## config.mk

```make
export PLATFORM = sky130hd
export DESIGN_NAME = tcu_top
export DESIGN_NICKNAME = d
export VERILOG_FILES = /design/src/tcu_pkg.sv /design/src/tcu_top.sv
export SDC_FILE = /design/constraint.sdc
export NUM_CORES = 1
export LEC_CHECK = 0
export ABC_CLOCK_PERIOD_IN_PS = 4000
export BUFFER_PORTS_ARGS = -buffer_cell sky130_fd_sc_hd__buf_4
export CAP_MARGIN = 25
export CORE_ASPECT_RATIO = 0.5
export CORE_UTILIZATION = 55
export CTS_BUF_LIST = sky130_fd_sc_hd__clkbuf_2
export CTS_CLUSTER_DIAMETER = 40
export DETAILED_ROUTE_END_ITERATION = 12
export MAX_ROUTING_LAYER = met4
export PLACE_DENSITY = 0.84
export SLEW_MARGIN = 20
export SYNTH_ARGS = -nofsm -noshare
export SYNTH_HDL_FRONTEND = slang
export SYNTH_SLANG_ARGS = --single-unit
```

## constraint.sdc

```tcl
create_clock -name pclk -period 4 [get_ports pclk]
set_input_delay 0.2 -clock pclk [delete_from_list [all_inputs] [get_ports pclk]]
set_output_delay 0.2 -clock pclk [all_outputs]
set_load 0.01 [all_outputs]
```

## src/tcu_pkg.sv

```systemverilog
`default_nettype none
package tcu_pkg;
  // register byte addresses on the apb bus
  localparam logic [7:0] CTRL4_OFF   = 8'h00;
  localparam logic [7:0] LOW4_OFF    = 8'h04;
  localparam logic [7:0] HIGH4_OFF   = 8'h08;
  localparam logic [7:0] CTRL5_OFF   = 8'h0C;
  localparam logic [7:0] LOW5_OFF    = 8'h10;
  localparam logic [7:0] HIGH5_OFF   = 8'h14;
  localparam logic [7:0] T3CTL_OFF   = 8'h18;
  localparam logic [7:0] STATUS_OFF  = 8'h1C;
  localparam logic [7:0] MASK_OFF    = 8'h20;
  localparam logic [7:0] PORTLAT_OFF = 8'h24;
  // field positions
  localparam int MODE_LSB  = 0;
  localparam int DUTY_LSB  = 4;
  localparam int TSEL_LO   = 3;
  localparam int TSEL_HI   = 6;
  // reset values and the control write mask
  localparam logic [7:0] CTRL_RST  = 8'h00;
  localparam logic [7:0] MATCH_RST = 8'h00;
  localparam logic [7:0] T3_RST    = 8'h00;
  localparam logic [5:0] CTRL_MASK = 6'h3F;
  // mode field codes
  typedef enum logic [3:0] {
    TCU_OFF    = 4'h0,
    TCU_TOGGLE = 4'h2,
    TCU_SET    = 4'h8,
    TCU_CLR    = 4'h9,
    TCU_SWINT  = 4'hA
  } tcu_mode_type;
endpackage
`default_nettype wire

```

## src/tcu_top.sv

```systemverilog
`default_nettype none
// Summary of operation
// - in compare mode the 16-bit match value is compared with timer one or timer three.
// - a match forces the pin high, low, toggles it, or leaves it on the port latch.
// - the match interrupt flag is set in the cycle the pin action happens.
// - software-interrupt mode leaves the pin alone and only raises an enabled interrupt.
// - writing zero to the control register forces the unit output latch low.
// - pwm mode drives a waveform with eight bits of duty resolution; the two low duty bits only round the duty up.
// - codes 0010 toggle, 1000 start low then set, 1001 start high then clear.
// - mode 0000 disables the unit and resets its internal state.
// - the timer used is chosen by the select bits in the timer three control register.

// ----------------------------------------------------------------
// one compare/pwm unit
// ----------------------------------------------------------------
module tcu_unit (
  input  wire logic        pclk,
  input  wire logic        presetn,
  input  wire logic [5:0]  ctrl,
  input  wire logic        ctrl_wr,
  input  wire logic [15:0] match_val,
  input  wire logic [15:0] tmr_cnt,
  input  wire logic [7:0]  pwm_cnt,
  input  wire logic        pwm_rollover,
  input  wire logic        port_latch,
  output logic             pin_out,
  output logic             match_evt
);
  logic [3:0]  mode;
  logic [15:0] last_cnt_r;
  logic        seen_r;
  logic        out_r;
  logic        out_nxt;
  logic [9:0]  duty_r;
  logic        is_cmp;
  logic        is_pwm;
  logic        hit;
  logic        fresh;
  localparam int MODE_LSB_C = tcu_pkg::MODE_LSB;
  localparam int DUTY_LSB_C = tcu_pkg::DUTY_LSB;
  logic [9:0]  pwm_pos;
  logic        ctrl_wr_r;

  assign mode    = ctrl[MODE_LSB_C +: 4];
  assign is_cmp  = (mode == tcu_pkg::TCU_TOGGLE) || (mode == tcu_pkg::TCU_SET) ||
                   (mode == tcu_pkg::TCU_CLR) || (mode == tcu_pkg::TCU_SWINT);
  assign is_pwm  = (mode[3:2] == 2'b11);
  assign hit     = is_cmp && (tmr_cnt == match_val);
  assign fresh   = !seen_r || (last_cnt_r != tmr_cnt);
  assign match_evt = hit && fresh;
  // two sub-cycle bits are not modelled, so the low duty bits compare against zero
  assign pwm_pos = {pwm_cnt, 2'b00};

  always_comb begin
    out_nxt = out_r;
    // ctrl is the register itself, so the new code is only visible one edge after the write
    if (ctrl_wr_r) begin
      if (ctrl[3:0] == tcu_pkg::TCU_SET) begin
        out_nxt = 1'b0;
      end else if (ctrl[3:0] == tcu_pkg::TCU_CLR) begin
        out_nxt = 1'b1;
      end else if (ctrl[3:0] == tcu_pkg::TCU_OFF) begin
        out_nxt = 1'b0;
      end
    end else if (is_pwm) begin
      if (pwm_rollover) begin
        out_nxt = (duty_r != 10'h000);
      end else if (pwm_pos >= duty_r) begin
        out_nxt = 1'b0;
      end
    end else if (match_evt) begin
      unique case (mode)
        tcu_pkg::TCU_TOGGLE: out_nxt = ~out_r;
        tcu_pkg::TCU_SET:    out_nxt = 1'b1;
        tcu_pkg::TCU_CLR:    out_nxt = 1'b0;
        default:             out_nxt = out_r;
      endcase
    end
  end

  always_ff @(posedge pclk or negedge presetn) begin
    if (!presetn) begin
      out_r      <= 1'b0;
      seen_r     <= 1'b0;
      last_cnt_r <= 16'h0000;
      duty_r     <= 10'h000;
      ctrl_wr_r  <= 1'b0;
    end else begin
      out_r      <= out_nxt;
      ctrl_wr_r  <= ctrl_wr;
      seen_r     <= match_evt || (seen_r && is_cmp && (last_cnt_r == tmr_cnt));
      last_cnt_r <= tmr_cnt;
      if (!is_pwm || pwm_rollover) begin
        duty_r <= {match_val[7:0], ctrl[DUTY_LSB_C +: 2]};
      end
    end
  end

  // software-interrupt mode shows the port latch
  assign pin_out = (mode == tcu_pkg::TCU_SWINT || mode == tcu_pkg::TCU_OFF) ?
                   port_latch : out_r;
endmodule

// ----------------------------------------------------------------
// top: apb slave, two units, interrupt status
// ----------------------------------------------------------------
module tcu_top (
  input  wire logic        pclk,
  input  wire logic        presetn,
  input  wire logic        psel,
  input  wire logic        penable,
  input  wire logic        pwrite,
  input  wire logic [7:0]  paddr,
  input  wire logic [31:0] pwdata,
  output logic [31:0]      prdata,
  output logic             pready,
  output logic             pslverr,
  input  wire logic [15:0] timer_one_count,
  input  wire logic [15:0] timer_three_count,
  input  wire logic [7:0]  pwm_timer_count,
  input  wire logic        pwm_period_end,
  input  wire logic        port_g_pin3_latch,
  input  wire logic        port_g_pin4_latch,
  input  wire logic [1:0]  pin_direction_bit,
  output logic             port_g_pin3_o,
  output logic             port_g_pin3_oe,
  output logic             port_g_pin4_o,
  output logic             port_g_pin4_oe,
  output logic             irq
);
  logic [5:0]  ctrl4_r;
  logic [5:0]  ctrl5_r;
  logic [15:0] mv4_r;
  logic [15:0] mv5_r;
  logic [7:0]  t3ctl_r;
  logic [1:0]  match_irq_flag_r;
  logic [1:0]  match_irq_enable_r;
  logic [1:0]  evt;
  logic        wr;
  logic        rd_ok;
  logic        wr_c4;
  logic        wr_c5;
  logic        wr_st;
  logic [1:0]  tsel;
  logic [15:0] cnt4;
  logic [15:0] cnt5;
  logic        pin4_raw;
  logic        pin5_raw;

  assign wr     = psel && penable && pwrite;
  assign wr_c4  = wr && (paddr == tcu_pkg::CTRL4_OFF);
  assign wr_c5  = wr && (paddr == tcu_pkg::CTRL5_OFF);
  assign wr_st  = wr && (paddr == tcu_pkg::STATUS_OFF);
  assign pready = 1'b1;
  assign rd_ok  = (paddr <= tcu_pkg::MASK_OFF) && (paddr[1:0] == 2'b00);
  assign pslverr = psel && penable && !rd_ok;

  // timer select from timer three control
  assign tsel = {t3ctl_r[tcu_pkg::TSEL_HI], t3ctl_r[tcu_pkg::TSEL_LO]};
  assign cnt4 = (tsel == 2'b00) ? timer_one_count : timer_three_count;
  assign cnt5 = (tsel[1] == 1'b0) ? timer_one_count : timer_three_count;

  always_comb begin
    unique case (paddr)
      tcu_pkg::CTRL4_OFF:  prdata = {26'h0, ctrl4_r};
      tcu_pkg::LOW4_OFF:   prdata = {24'h0, mv4_r[7:0]};
      tcu_pkg::HIGH4_OFF:  prdata = {24'h0, mv4_r[15:8]};
      tcu_pkg::CTRL5_OFF:  prdata = {26'h0, ctrl5_r};
      tcu_pkg::LOW5_OFF:   prdata = {24'h0, mv5_r[7:0]};
      tcu_pkg::HIGH5_OFF:  prdata = {24'h0, mv5_r[15:8]};
      tcu_pkg::T3CTL_OFF:  prdata = {24'h0, t3ctl_r};
      tcu_pkg::STATUS_OFF: prdata = {30'h0, match_irq_flag_r};
      tcu_pkg::MASK_OFF:   prdata = {30'h0, match_irq_enable_r};
      default:             prdata = 32'h0000_0000;
    endcase
  end

  always_ff @(posedge pclk or negedge presetn) begin
    if (!presetn) begin
      ctrl4_r <= tcu_pkg::CTRL_RST[5:0];
      ctrl5_r <= tcu_pkg::CTRL_RST[5:0];
      mv4_r   <= {tcu_pkg::MATCH_RST, tcu_pkg::MATCH_RST};
      mv5_r   <= {tcu_pkg::MATCH_RST, tcu_pkg::MATCH_RST};
      t3ctl_r <= tcu_pkg::T3_RST;
      match_irq_enable_r <= 2'b00;
    end else if (wr) begin
      unique case (paddr)
        tcu_pkg::CTRL4_OFF: ctrl4_r <= pwdata[5:0] & tcu_pkg::CTRL_MASK;
        tcu_pkg::LOW4_OFF:  mv4_r[7:0] <= pwdata[7:0];
        tcu_pkg::HIGH4_OFF: mv4_r[15:8] <= pwdata[7:0];
        tcu_pkg::CTRL5_OFF: ctrl5_r <= pwdata[5:0] & tcu_pkg::CTRL_MASK;
        tcu_pkg::LOW5_OFF:  mv5_r[7:0] <= pwdata[7:0];
        tcu_pkg::HIGH5_OFF: mv5_r[15:8] <= pwdata[7:0];
        tcu_pkg::T3CTL_OFF: t3ctl_r <= pwdata[7:0];
        tcu_pkg::MASK_OFF:  match_irq_enable_r <= pwdata[1:0];
        default: ;
      endcase
    end
  end

  // sticky flags: a match in the clearing cycle wins over the clear
  always_ff @(posedge pclk or negedge presetn) begin
    if (!presetn) begin
      match_irq_flag_r <= 2'b00;
    end else begin
      match_irq_flag_r <= (match_irq_flag_r & ~(wr_st ? pwdata[1:0] : 2'b00)) | evt;
    end
  end

  assign irq = |(match_irq_flag_r & match_irq_enable_r);

  tcu_unit u_four (
    .pclk         (pclk),
    .presetn      (presetn),
    .ctrl         (ctrl4_r),
    .ctrl_wr      (wr_c4),
    .match_val    (mv4_r),
    .tmr_cnt      (cnt4),
    .pwm_cnt      (pwm_timer_count),
    .pwm_rollover (pwm_period_end),
    .port_latch   (port_g_pin3_latch),
    .pin_out      (pin4_raw),
    .match_evt    (evt[0])
  );

  tcu_unit u_five (
    .pclk         (pclk),
    .presetn      (presetn),
    .ctrl         (ctrl5_r),
    .ctrl_wr      (wr_c5),
    .match_val    (mv5_r),
    .tmr_cnt      (cnt5),
    .pwm_cnt      (pwm_timer_count),
    .pwm_rollover (pwm_period_end),
    .port_latch   (port_g_pin4_latch),
    .pin_out      (pin5_raw),
    .match_evt    (evt[1])
  );

  // direction bit low means driven
  assign port_g_pin3_o  = pin4_raw;
  assign port_g_pin3_oe = !pin_direction_bit[0];
  assign port_g_pin4_o  = pin5_raw;
  assign port_g_pin4_oe = !pin_direction_bit[1];
endmodule
`default_nettype wire

```

==> out/results.tsv, run 1 <==
metric	value	unit
syn_inst	668	
async_flop_share	100.0	%
io_buffer_count	79	
yosys_warnings	0	
worst_pin_slew	0.8476	ns
finalPower	2.366	mW
antenna_found_initial	0	
setup_slack	0.3191	ns
tns	0	ns
drive_above_1_share	22.29	%
grt_pass1_vias	5737	
max_stage_delay	0.57	ns
setup-violations-final	0	
place_ws	0.5079	ns
end_kind	flip-flop	
rsz0062_at_grt	false	
hpwl	14.07	mm
clockBufferDepth	2	
synth_cell_types	63	
avgRoutedWirePerCell	19.50	um
finClkSkew	0.04502	ns
vias	5827	
synth_seq_area_share	42.82	%
finish.utilization	71.94	%
crit_slowest_cell	dfrtp_1	
drtPass1Iterations	5	
nFillCells	850	
drtIter0Drc	631	
crit_type	flip-flop to flip-flop	
status	finished, final reports clean	
cp_common_cell	nor3_1	
ios	129	
synth_flop_cell	dfrtp_1	
root_buffer	clkbuf_2	
critPathRequiredTime	4.57	ns
ant_nets	0	
min_path_type	input pin to flip-flop	
overflow	0	
power_density	288.8	nW/um^2
cts_inserted_buffers	17	
vias_per_cell	5.892	
crit_path_start_kind	flip-flop	
grt_pass1_wl	30.34	mm
holdWs	0.04018	ns
clk_pin_slew	0.19	ns
slew_headroom	43.06	%
grt_max_degree	58	
crit_chain	or2_1, mux2i_1, dlygate4sd3_1, buf_4, o221a_2, nand3_1, or4b_1, nor3_1, nor3_1, a21o_1	
fin_cells	989	
num_antenna_cells	0	
dpl.cell_count	899	
clock_sinks	114	
die_h	79.83	um
finalHoldViolCount	0	
htree_levels	4	
fmax	0.2717	GHz
start_util	58.52	%
die_w	157.7	um
avgSynthCellArea	9.974	um^2
vdd_drop_max	192.8	uV
cp_max_fo	11	
die-area	12580	um^2
gp_congestion	0.9717	
postLayoutCellArea	8190	um^2
fin_nets	923	
hold_buffers	58	
leakagePower	3.798	nW
clock_latency	0.70	ns
cts_resized	0	
cp.arrival	4.25	ns
rows	27	
postCtsSetupBuffers	0	
route.detailed.drc	0	
period_needed	3.681	ns
synth_enable_flop_cells	0	
drt-total-wl	19.29	mm
dpl_cell_area	7366	um^2
max_cap_viol_count	0	
finalMaxSlewViolations	0	
coreArea	11380	um^2
syn_area	6663	um^2
grt_use_total	33.99	%
synth-seq-cells	114	
area_delta_synth_final	22.93	%
post-route-period-util	92.02	%
cts_tree	yes	
layout by cell type, fill, tap and decap left out, drive strengths merged, types with 3 or more instances in the layout:
cell,count
o2111ai,3
clkinv,6
mux2i,26
nand3,9
a22oi,15
dfrtp,114
xor2,14
nor2b,4
nor3,15
or4b,4
nor2,17
o21ai,39
ha,16
buf,90
nor3b,4
o221ai,3
o22ai,5
xnor2,41
nor4,14
mux2,59
nand2,61
and2,5
nand4,9
dlygate4sd3,58
o211ai,4
a2111oi,3
a21o,3
nand2b,7
clkbuf,18
conb,25
a21oi,16
inv,73
a222oi,9
clkinvlp,3
where the power goes:
| part | total (mW) | switching (mW) | leakage [nW] | internal [mW] |
|---|---|---|---|---|
| registers | 1.21 | 0.0278 | 1.49 | 1.18 |
| logic | 0.357 | 0.187 | 2.17 | 0.170 |
| clock network | 0.797 | 0.501 | 0.142 | 0.296 |
synth_stat cells (2+ instances only):
master,count,area share [%]
a2111oi_0,3,0.39
a211oi_1,2,0.23
a21boi_0,2,0.23
a21o_1,3,0.34
a21oi_1,16,1.2
a222oi_1,9,1.4
a22o_1,2,0.26
a22oi_1,15,1.7
a2bb2oi_1,2,0.26
a31oi_1,2,0.19
a41oi_1,2,0.26
and2_1,5,0.47
and3_1,2,0.19
buf_4,25,2.8
clkbuf_1,13,0.73
conb_1,2,0.11
dfrtp_1,114,43
ha_1,16,3.0
inv_1,69,3.9
mux2_2,58,9.8
mux2i_1,25,3.8
nand2_1,61,3.4
nand2b_1,7,0.66
nand3_1,9,0.68
nand3b_1,2,0.23
nand4_1,9,0.85
nor2_1,17,0.96
nor2b_1,4,0.38
nor3_1,15,1.1
nor3b_1,4,0.45
nor4_1,14,1.3
o2111ai_1,3,0.39
o211ai_1,4,0.45
o21ai_0,39,2.9
o221ai_1,3,0.39
o22ai_1,5,0.47
o31a_1,2,0.26
o31ai_1,2,0.23
or3_1,2,0.19
or4b_1,2,0.30
or4b_2,2,0.30
xnor2_1,41,5.4
xor2_1,14,1.8
layout make-up:
class	instances	area, um^2	area share [%]
Clock buffer	18	90.09	1.100
Multi-Input combinational cell	466	3376	41.22
Clock inverter	14	153.9	1.879
Timing Repair Buffer	148	1256	15.34
Inverter	70	262.8	3.208
Tap cell	159	198.9	2.429
Sequential cell	114	2853	34.83
final timing paths:
path | from | to | slack, ns | depth (start not counted)
worst max-delay path | t3ctl_r[3] | u_four.seen_r | 0.32 | 10
min in group asynchronous | presetn | u_four.ctrl_wr_r | 0.06 | 2
worst min register to register | match_irq_flag_r[1] | match_irq_flag_r[1] | 0.52 | 2
worst min-delay path | paddr[3] | match_irq_flag_r[1] | 0.04 | 6
max in group asynchronous | presetn | u_four.last_cnt_r[11] | 2.98 | 3
worst max register to register | t3ctl_r[3] | u_four.seen_r | 0.32 | 10
routing by layer:
layer	vias up	GRT usage, %	wire [um]
li1	2626	-	-
met1	2793	45.67	8490
met2	358	49.91	8412
met3	50	7.818	1875
met4	0	13.40	512
met5	-	-	0
critical path, delay by kind of cell, from the launching register on:
family	cells	cell delay, ns
AOI/OAI and AO/OA	2	0.39
buffers and inverters	2	0.71
DFF	1	0.57
muxes	1	0.24
and+or+nand+nor	5	1.64
registers in the layout (all words and copies together) (netlist names), 8 cells and up:
signal / cells
u_four.last_cnt_r: 16
mv4_r: 16
u_four.duty_r: 10
mv5_r: 16
u_five.duty_r: 10
t3ctl_r: 8
u_five.last_cnt_r: 16
cells by family after synthesis:
family | share of synthesized area [%]
multiplexers | 14.07
XOR/XNOR | 7.230
flip-flops | 42.82
adder cells (fa/ha/maj) | 3.005
AO/OA/AOI/OAI | 12.71
AND/OR/NAND/NOR | 12.24
buffers and inverters | 7.812
other | 0.1127
Power figures use the tool's default switching activity.
==> inputs of run 2 (changes only) <==
Settings changed: CORE_UTILIZATION 55 to 58, HOLD_SLACK_MARGIN from default to 0.02, PLACE_DENSITY 0.84 to 0.88.
==> run 2 against run 1 <==
Compared with the run above: first-iteration DRC count shrank 1.4%; fmax grew 1.8%; combinational power grew 2%; power shrank 0.60%; die area shrank 5.1%; count of clock-buffer cells in the layout shrank 1; critical path depth shrank 1; clock skew shrank 0.011 ns; sequential share of layout area shrank 0.18 points; largest cell class unchanged; register-to-register slack gained 0.07 ns; setup slack gained 0.066 ns; cell count shrank 1.0%.
==> out/results.tsv, run 2 (same netlist as run 1, synthesis figures left out) <==
metric	value	unit	change
finalHoldViolCount	0		unchanged
die_w	153.6	um	was 157.7 um
min_path_type	input pin to flip-flop		unchanged
crit_path_start_kind	flip-flop		unchanged
cp_max_fo	12		was 11
mostFrequentLayoutCells	dfrtp_1 (114), buf_4 (88), inv_1 (69), dlygate4sd3_1 (63), nand2_1 (61)		was dfrtp_1 (114), buf_4 (90), inv_1 (69), nand2_1 (61)
cts_tree	yes		unchanged
regArea	2853	um^2	unchanged
drt-total-wl	19.31	mm	was 19.29 mm
ios	129		unchanged
avgRoutedWirePerCell	19.72	um	was 19.50 um
place_ws	0.5302	ns	was 0.5079 ns
end_kind	flip-flop		unchanged
reg2reg_setup_slack	0.39	ns	was 0.32 ns
dpl_cell_area	7333	um^2	was 7366 um^2
critPathRequiredTime	4.60	ns	was 4.57 ns
postCtsSetupBuffers	0		unchanged
worst_pin_slew	0.8545	ns	was 0.8476 ns
drtPass1Iterations	9		was 5
nFillCells	745		was 850
tns	0	ns	unchanged
hold_buffers	62		was 58
final_common_cell	dfrtp_1		unchanged
setup-violations-final	0		unchanged
vdd_drop_max	149.6	uV	was 192.8 uV
vias_per_cell	6.075		was 5.892
status	finished, final reports clean		unchanged
multi_input_area	3376	um^2	unchanged
num_antenna_cells	0		unchanged
clockBufferDepth	2		unchanged
post-route-period-util	90.36	%	was 92.02%
clock_latency	0.68	ns	was 0.70 ns
grt_use_total	34.92	%	was 33.99%
root_buffer	clkbuf_2		unchanged
ant_nets	0		unchanged
vias	5947		was 5827
die_h	77.79	um	was 79.83 um
die-area	11950	um^2	was 12580 um^2
clk_pin_slew	0.20	ns	was 0.19 ns
finalPower	2.352	mW	was 2.366 mW
area_delta_synth_final	23.57	%	was 22.93%
postLayoutCellArea	8233	um^2	was 8190 um^2
max_cap_viol_count	0		unchanged
overflow	0		unchanged
slew_headroom	42.60	%	was 43.06%
gp_congestion	0.9372		was 0.9717
power_density	285.6	nW/um^2	was 288.8 nW/um^2
grt_max_degree	75		was 58
cp.arrival	4.22	ns	was 4.25 ns
finalMaxSlewViolations	0		unchanged
finClkSkew	0.03400	ns	was 0.04502 ns
antenna_found_initial	0		unchanged
clock_sinks	114		unchanged
leakagePower	3.812	nW	was 3.798 nW
setup_slack	0.3856	ns	was 0.3191 ns
htree_levels	4		unchanged
io_buffer_count	79		unchanged
drtIter0Drc	622		was 631
grt_pass1_wl	30.47	mm	was 30.34 mm
cts_inserted_buffers	17		unchanged
rows	27		unchanged
coreArea	11080	um^2	was 11380 um^2
crit_type	flip-flop to flip-flop		unchanged
drive_above_1_share	21.94	%	was 22.29%
cts_resized	0		unchanged
hpwl	14.01	mm	was 14.07 mm
fin_nets	927		was 923
rsz0062_at_grt	false		unchanged
grt_pass1_vias	5850		was 5737
fmax	0.2767	GHz	was 0.2717 GHz
finish.utilization	74.30	%	was 71.94%
route.detailed.drc	0		unchanged
period_needed	3.614	ns	was 3.681 ns
start_util	60.13	%	was 58.52%
run 2: worst paths after layout:
check | to | startpoint | cells after the start
max | u_four.out_r | t3ctl_r[6] | 9
min | match_irq_flag_r[1] | paddr[2] | 6
max reg2reg | u_four.out_r | t3ctl_r[6] | 9
min reg2reg | t3ctl_r[2] | t3ctl_r[2] | 1
max in group asynchronous | mv5_r[5] | presetn | 5
min in group asynchronous | u_four.last_cnt_r[13] | presetn | 3
run 2: final cells by class:
type	instances	area share (%)
Multi-Input combinational cell	466	41.00
Sequential cell	114	34.65
Timing Repair Buffer	152	16.02
Inverter	70	3.191
Tap cell	145	2.204
Clock inverter	15	1.900
Clock buffer	17	1.033
run 2: critical path, cell delays in order, from the launching register on:
cell and delay [ns]:
dfrtp_1 0.42, buf_4 0.21, nor2_1 0.62, o21ai_0 0.23, o31ai_1 0.41, o211ai_1 0.14
nor4_1 0.59, a41oi_1 0.21, a22oi_1 0.35, mux2_1 0.36
run 2: routing by layer:
metal	part of all wire [%]	track usage, %
met5	0	-
met4	2.7	12.40
met3	11	9.721
met2	45	54.64
met1	41	43.80
run 2: metrics by stage:
step,hold WS (ns),instances
after floorplan,-0.09559,691
after global placement,0.3926,883
after detailed placement,0.4004,883
after CTS,0.02784,977
after global routing,0.04721,979
final,0.09510,979
run 2: power breakdown:
part           internal (mW)  switching [mW]
registers               1.18          0.0274
logic                  0.175           0.189
clock network          0.290           0.487
==> inputs of run 3 (changes only) <==
Settings changed: GPL_TIMING_DRIVEN from default to 0.
==> run 3 against run 2 <==
Compared with the run above: power fell by 3.4%; via count up 2.2%; non-clock buffer count is 25 higher; cell area is 0.76% higher; utilization increased by 0.56 points; setup slack got worse by 0.33 ns; first-iteration DRC count shrank 2.3%; fmax fell by 8.4%; largest cell class unchanged.
==> out/results.tsv, run 3 (same netlist as run 1, synthesis figures left out) <==
metric	value	unit	change
vias_per_cell	6.057		was 6.075
hold_depth	6		unchanged
drtPass1Iterations	8		was 9
cp_max_fo	10		was 12
clockBufferDepth	2		unchanged
finClkSkew	0.04218	ns	was 0.03400 ns
vias	6075		was 5947
postCtsSetupBuffers	0		unchanged
max_stage_delay	0.76	ns	was 0.62 ns
critPathRequiredTime	4.62	ns	was 4.60 ns
tns	0	ns	unchanged
ant_nets	0		unchanged
reg2reg_setup_slack	0.06	ns	was 0.39 ns
end_kind	flip-flop		unchanged
coreArea	11080	um^2	unchanged
crit_path_start_kind	flip-flop		unchanged
antenna_found_initial	0		unchanged
grt_max_degree	115		was 75
r2r_end	u_four.out_r		unchanged
area_delta_synth_final	24.51	%	was 23.57%
die_h	77.79	um	unchanged
place_ws	0.2605	ns	was 0.5302 ns
hpwl	14.28	mm	was 14.01 mm
final_common_cell	dfrtp_1		unchanged
vdd_drop_max	184.9	uV	was 149.6 uV
status	finished, final reports clean		unchanged
drtIter0Drc	608		was 622
regArea	2853	um^2	unchanged
start_util	60.13	%	unchanged
grt_pass1_vias	5937		was 5850
leakagePower	3.896	nW	was 3.812 nW
clock_latency	0.74	ns	was 0.68 ns
worst_pin_slew	0.9778	ns	was 0.8545 ns
cts_inserted_buffers	17		unchanged
io_buffer_count	76		was 79
clock_sinks	114		unchanged
clk_pin_slew	0.17	ns	was 0.20 ns
root_buffer	clkbuf_2		unchanged
post-route-period-util	98.61	%	was 90.36%
crit_slowest_cell	nor4_1		was nor2_1
power_density	273.8	nW/um^2	was 285.6 nW/um^2
finalHoldViolCount	0		unchanged
crit_chain	clkbuf_2, or2_1, buf_2, buf_6, clkbuf_1, a2111oi_0, o211ai_1, nor4_1, a41oi_1, a22oi_1, mux2_1		was buf_4, nor2_1, o21ai_0, o31ai_1, o211ai_1, nor4_1, a41oi_1, a22oi_1, mux2_1
min_to	match_irq_flag_r[1]		unchanged
period_needed	3.944	ns	was 3.614 ns
min_path_type	input pin to flip-flop		unchanged
htree_levels	4		unchanged
fin_nets	952		was 927
worstHoldStart	paddr[4]		was paddr[2]
nFillCells	777		was 745
grt_use_total	36.52	%	was 34.92%
avgRoutedWirePerCell	20.02	um	was 19.72 um
num_antenna_cells	0		unchanged
multi_input_area	3381	um^2	was 3376 um^2
grt_pass1_wl	31.72	mm	was 30.47 mm
setup_slack	0.05566	ns	was 0.3856 ns
drive_above_1_share	23.43	%	was 21.94%
rr_worst_depth	11		was 9
gp_congestion	0.9234		was 0.9372
cp.arrival	4.57	ns	was 4.22 ns
cts_tree	yes		unchanged
route.detailed.drc	0		unchanged
drt-total-wl	20.08	mm	was 19.31 mm
die_w	153.6	um	unchanged
rsz0062_at_grt	false		unchanged
crit_type	flip-flop to flip-flop		unchanged
finalMaxSlewViolations	0		unchanged
ios	129		unchanged
max_cap_viol_count	0		unchanged
mostFrequentLayoutCells	dfrtp_1 (114), buf_4 (100), inv_1 (69), nand2_1 (61)		was dfrtp_1 (114), buf_4 (88), inv_1 (69), dlygate4sd3_1 (63), nand2_1 (61)
fmax	0.2535	GHz	was 0.2767 GHz
die-area	11950	um^2	unchanged
rows	27		unchanged
setup-violations-final	0		unchanged
slew_headroom	34.21	%	was 42.60%
overflow	0		unchanged
reg2reg_from	t3ctl_r[6]		unchanged
[run 3: stage by stage]
step           total power, mW  std cells  hold slack, ns  cell area, um^2  utilization (%)
6_report                 2.271       1003         0.01022             8295            74.86
5_1_grt                  2.348       1003         0.04230             8295            74.86
4_1_cts                  2.251       1001         0.02241             8277            74.70
3_5_place_dp             1.550        912          0.3990             7505            67.73
3_3_place_gp             1.541        912          0.4534             7501            67.69
2_1_floorplan            1.401        691        -0.09559             6749                -
[run 3: how the worst max path moves through the flow]
| stage | start | end | slack, ns |
|---|---|---|---|
| final | t3ctl_r[6] | u_four.out_r | 0.06 |
| after CTS | t3ctl_r[6] | u_five.out_r | 0.26 |
| after global routing | t3ctl_r[3] | u_four.out_r | 0.08 |
| after global placement | t3ctl_r[6] | u_five.out_r | 0.32 |
| after detailed placement | t3ctl_r[6] | u_five.out_r | 0.26 |
| after floorplan | t3ctl_r[6] | u_four.out_r | 1.0 |
[run 3: cell type report]
type,instances,area share [%]
Buffer,41,3.122
Clock buffer,20,1.207
Clock inverter,11,1.101
Inverter,70,3.167
Multi-Input combinational cell,466,40.75
Sequential cell,114,34.39
Tap cell,145,2.187
Timing Repair Buffer,136,14.07
[run 3: report_power, final]
| part | internal, mW | leakage (nW) | switching, mW |
|---|---|---|---|
| clock | 0.222 | 0.127 | 0.463 |
| combinational | 0.183 | 2.28 | 0.193 |
| sequential | 1.18 | 1.49 | 0.0275 |
| total | 1.59 | 3.90 | 0.684 |
[run 3: per-layer routing]
| layer | routed length (um) | GRT usage, % | share of wire (%) |
|---|---|---|---|
| met4 | 667 | 16.50 | 3.3 |
| met3 | 2348 | 9.609 | 12 |
| met2 | 8947 | 55.91 | 45 |
| met1 | 8117 | 45.88 | 40 |
| met5 | 0 | - | 0 |
[run 3: worst max-delay path, delay by kind of cell (launching register included)]
family | cells | cell delay [ns]
simple gates | 2 | 0.99
flops | 1 | 0.40
buf+inv | 4 | 0.74
mux | 1 | 0.35
compound gates | 4 | 1.37
[run 3: what timing repair did]
item,CTS,global route
endpoints found under the hold margin,191,0
resized for setup,0,3
hold buffers,58,0
setup endpoints to repair,0,1
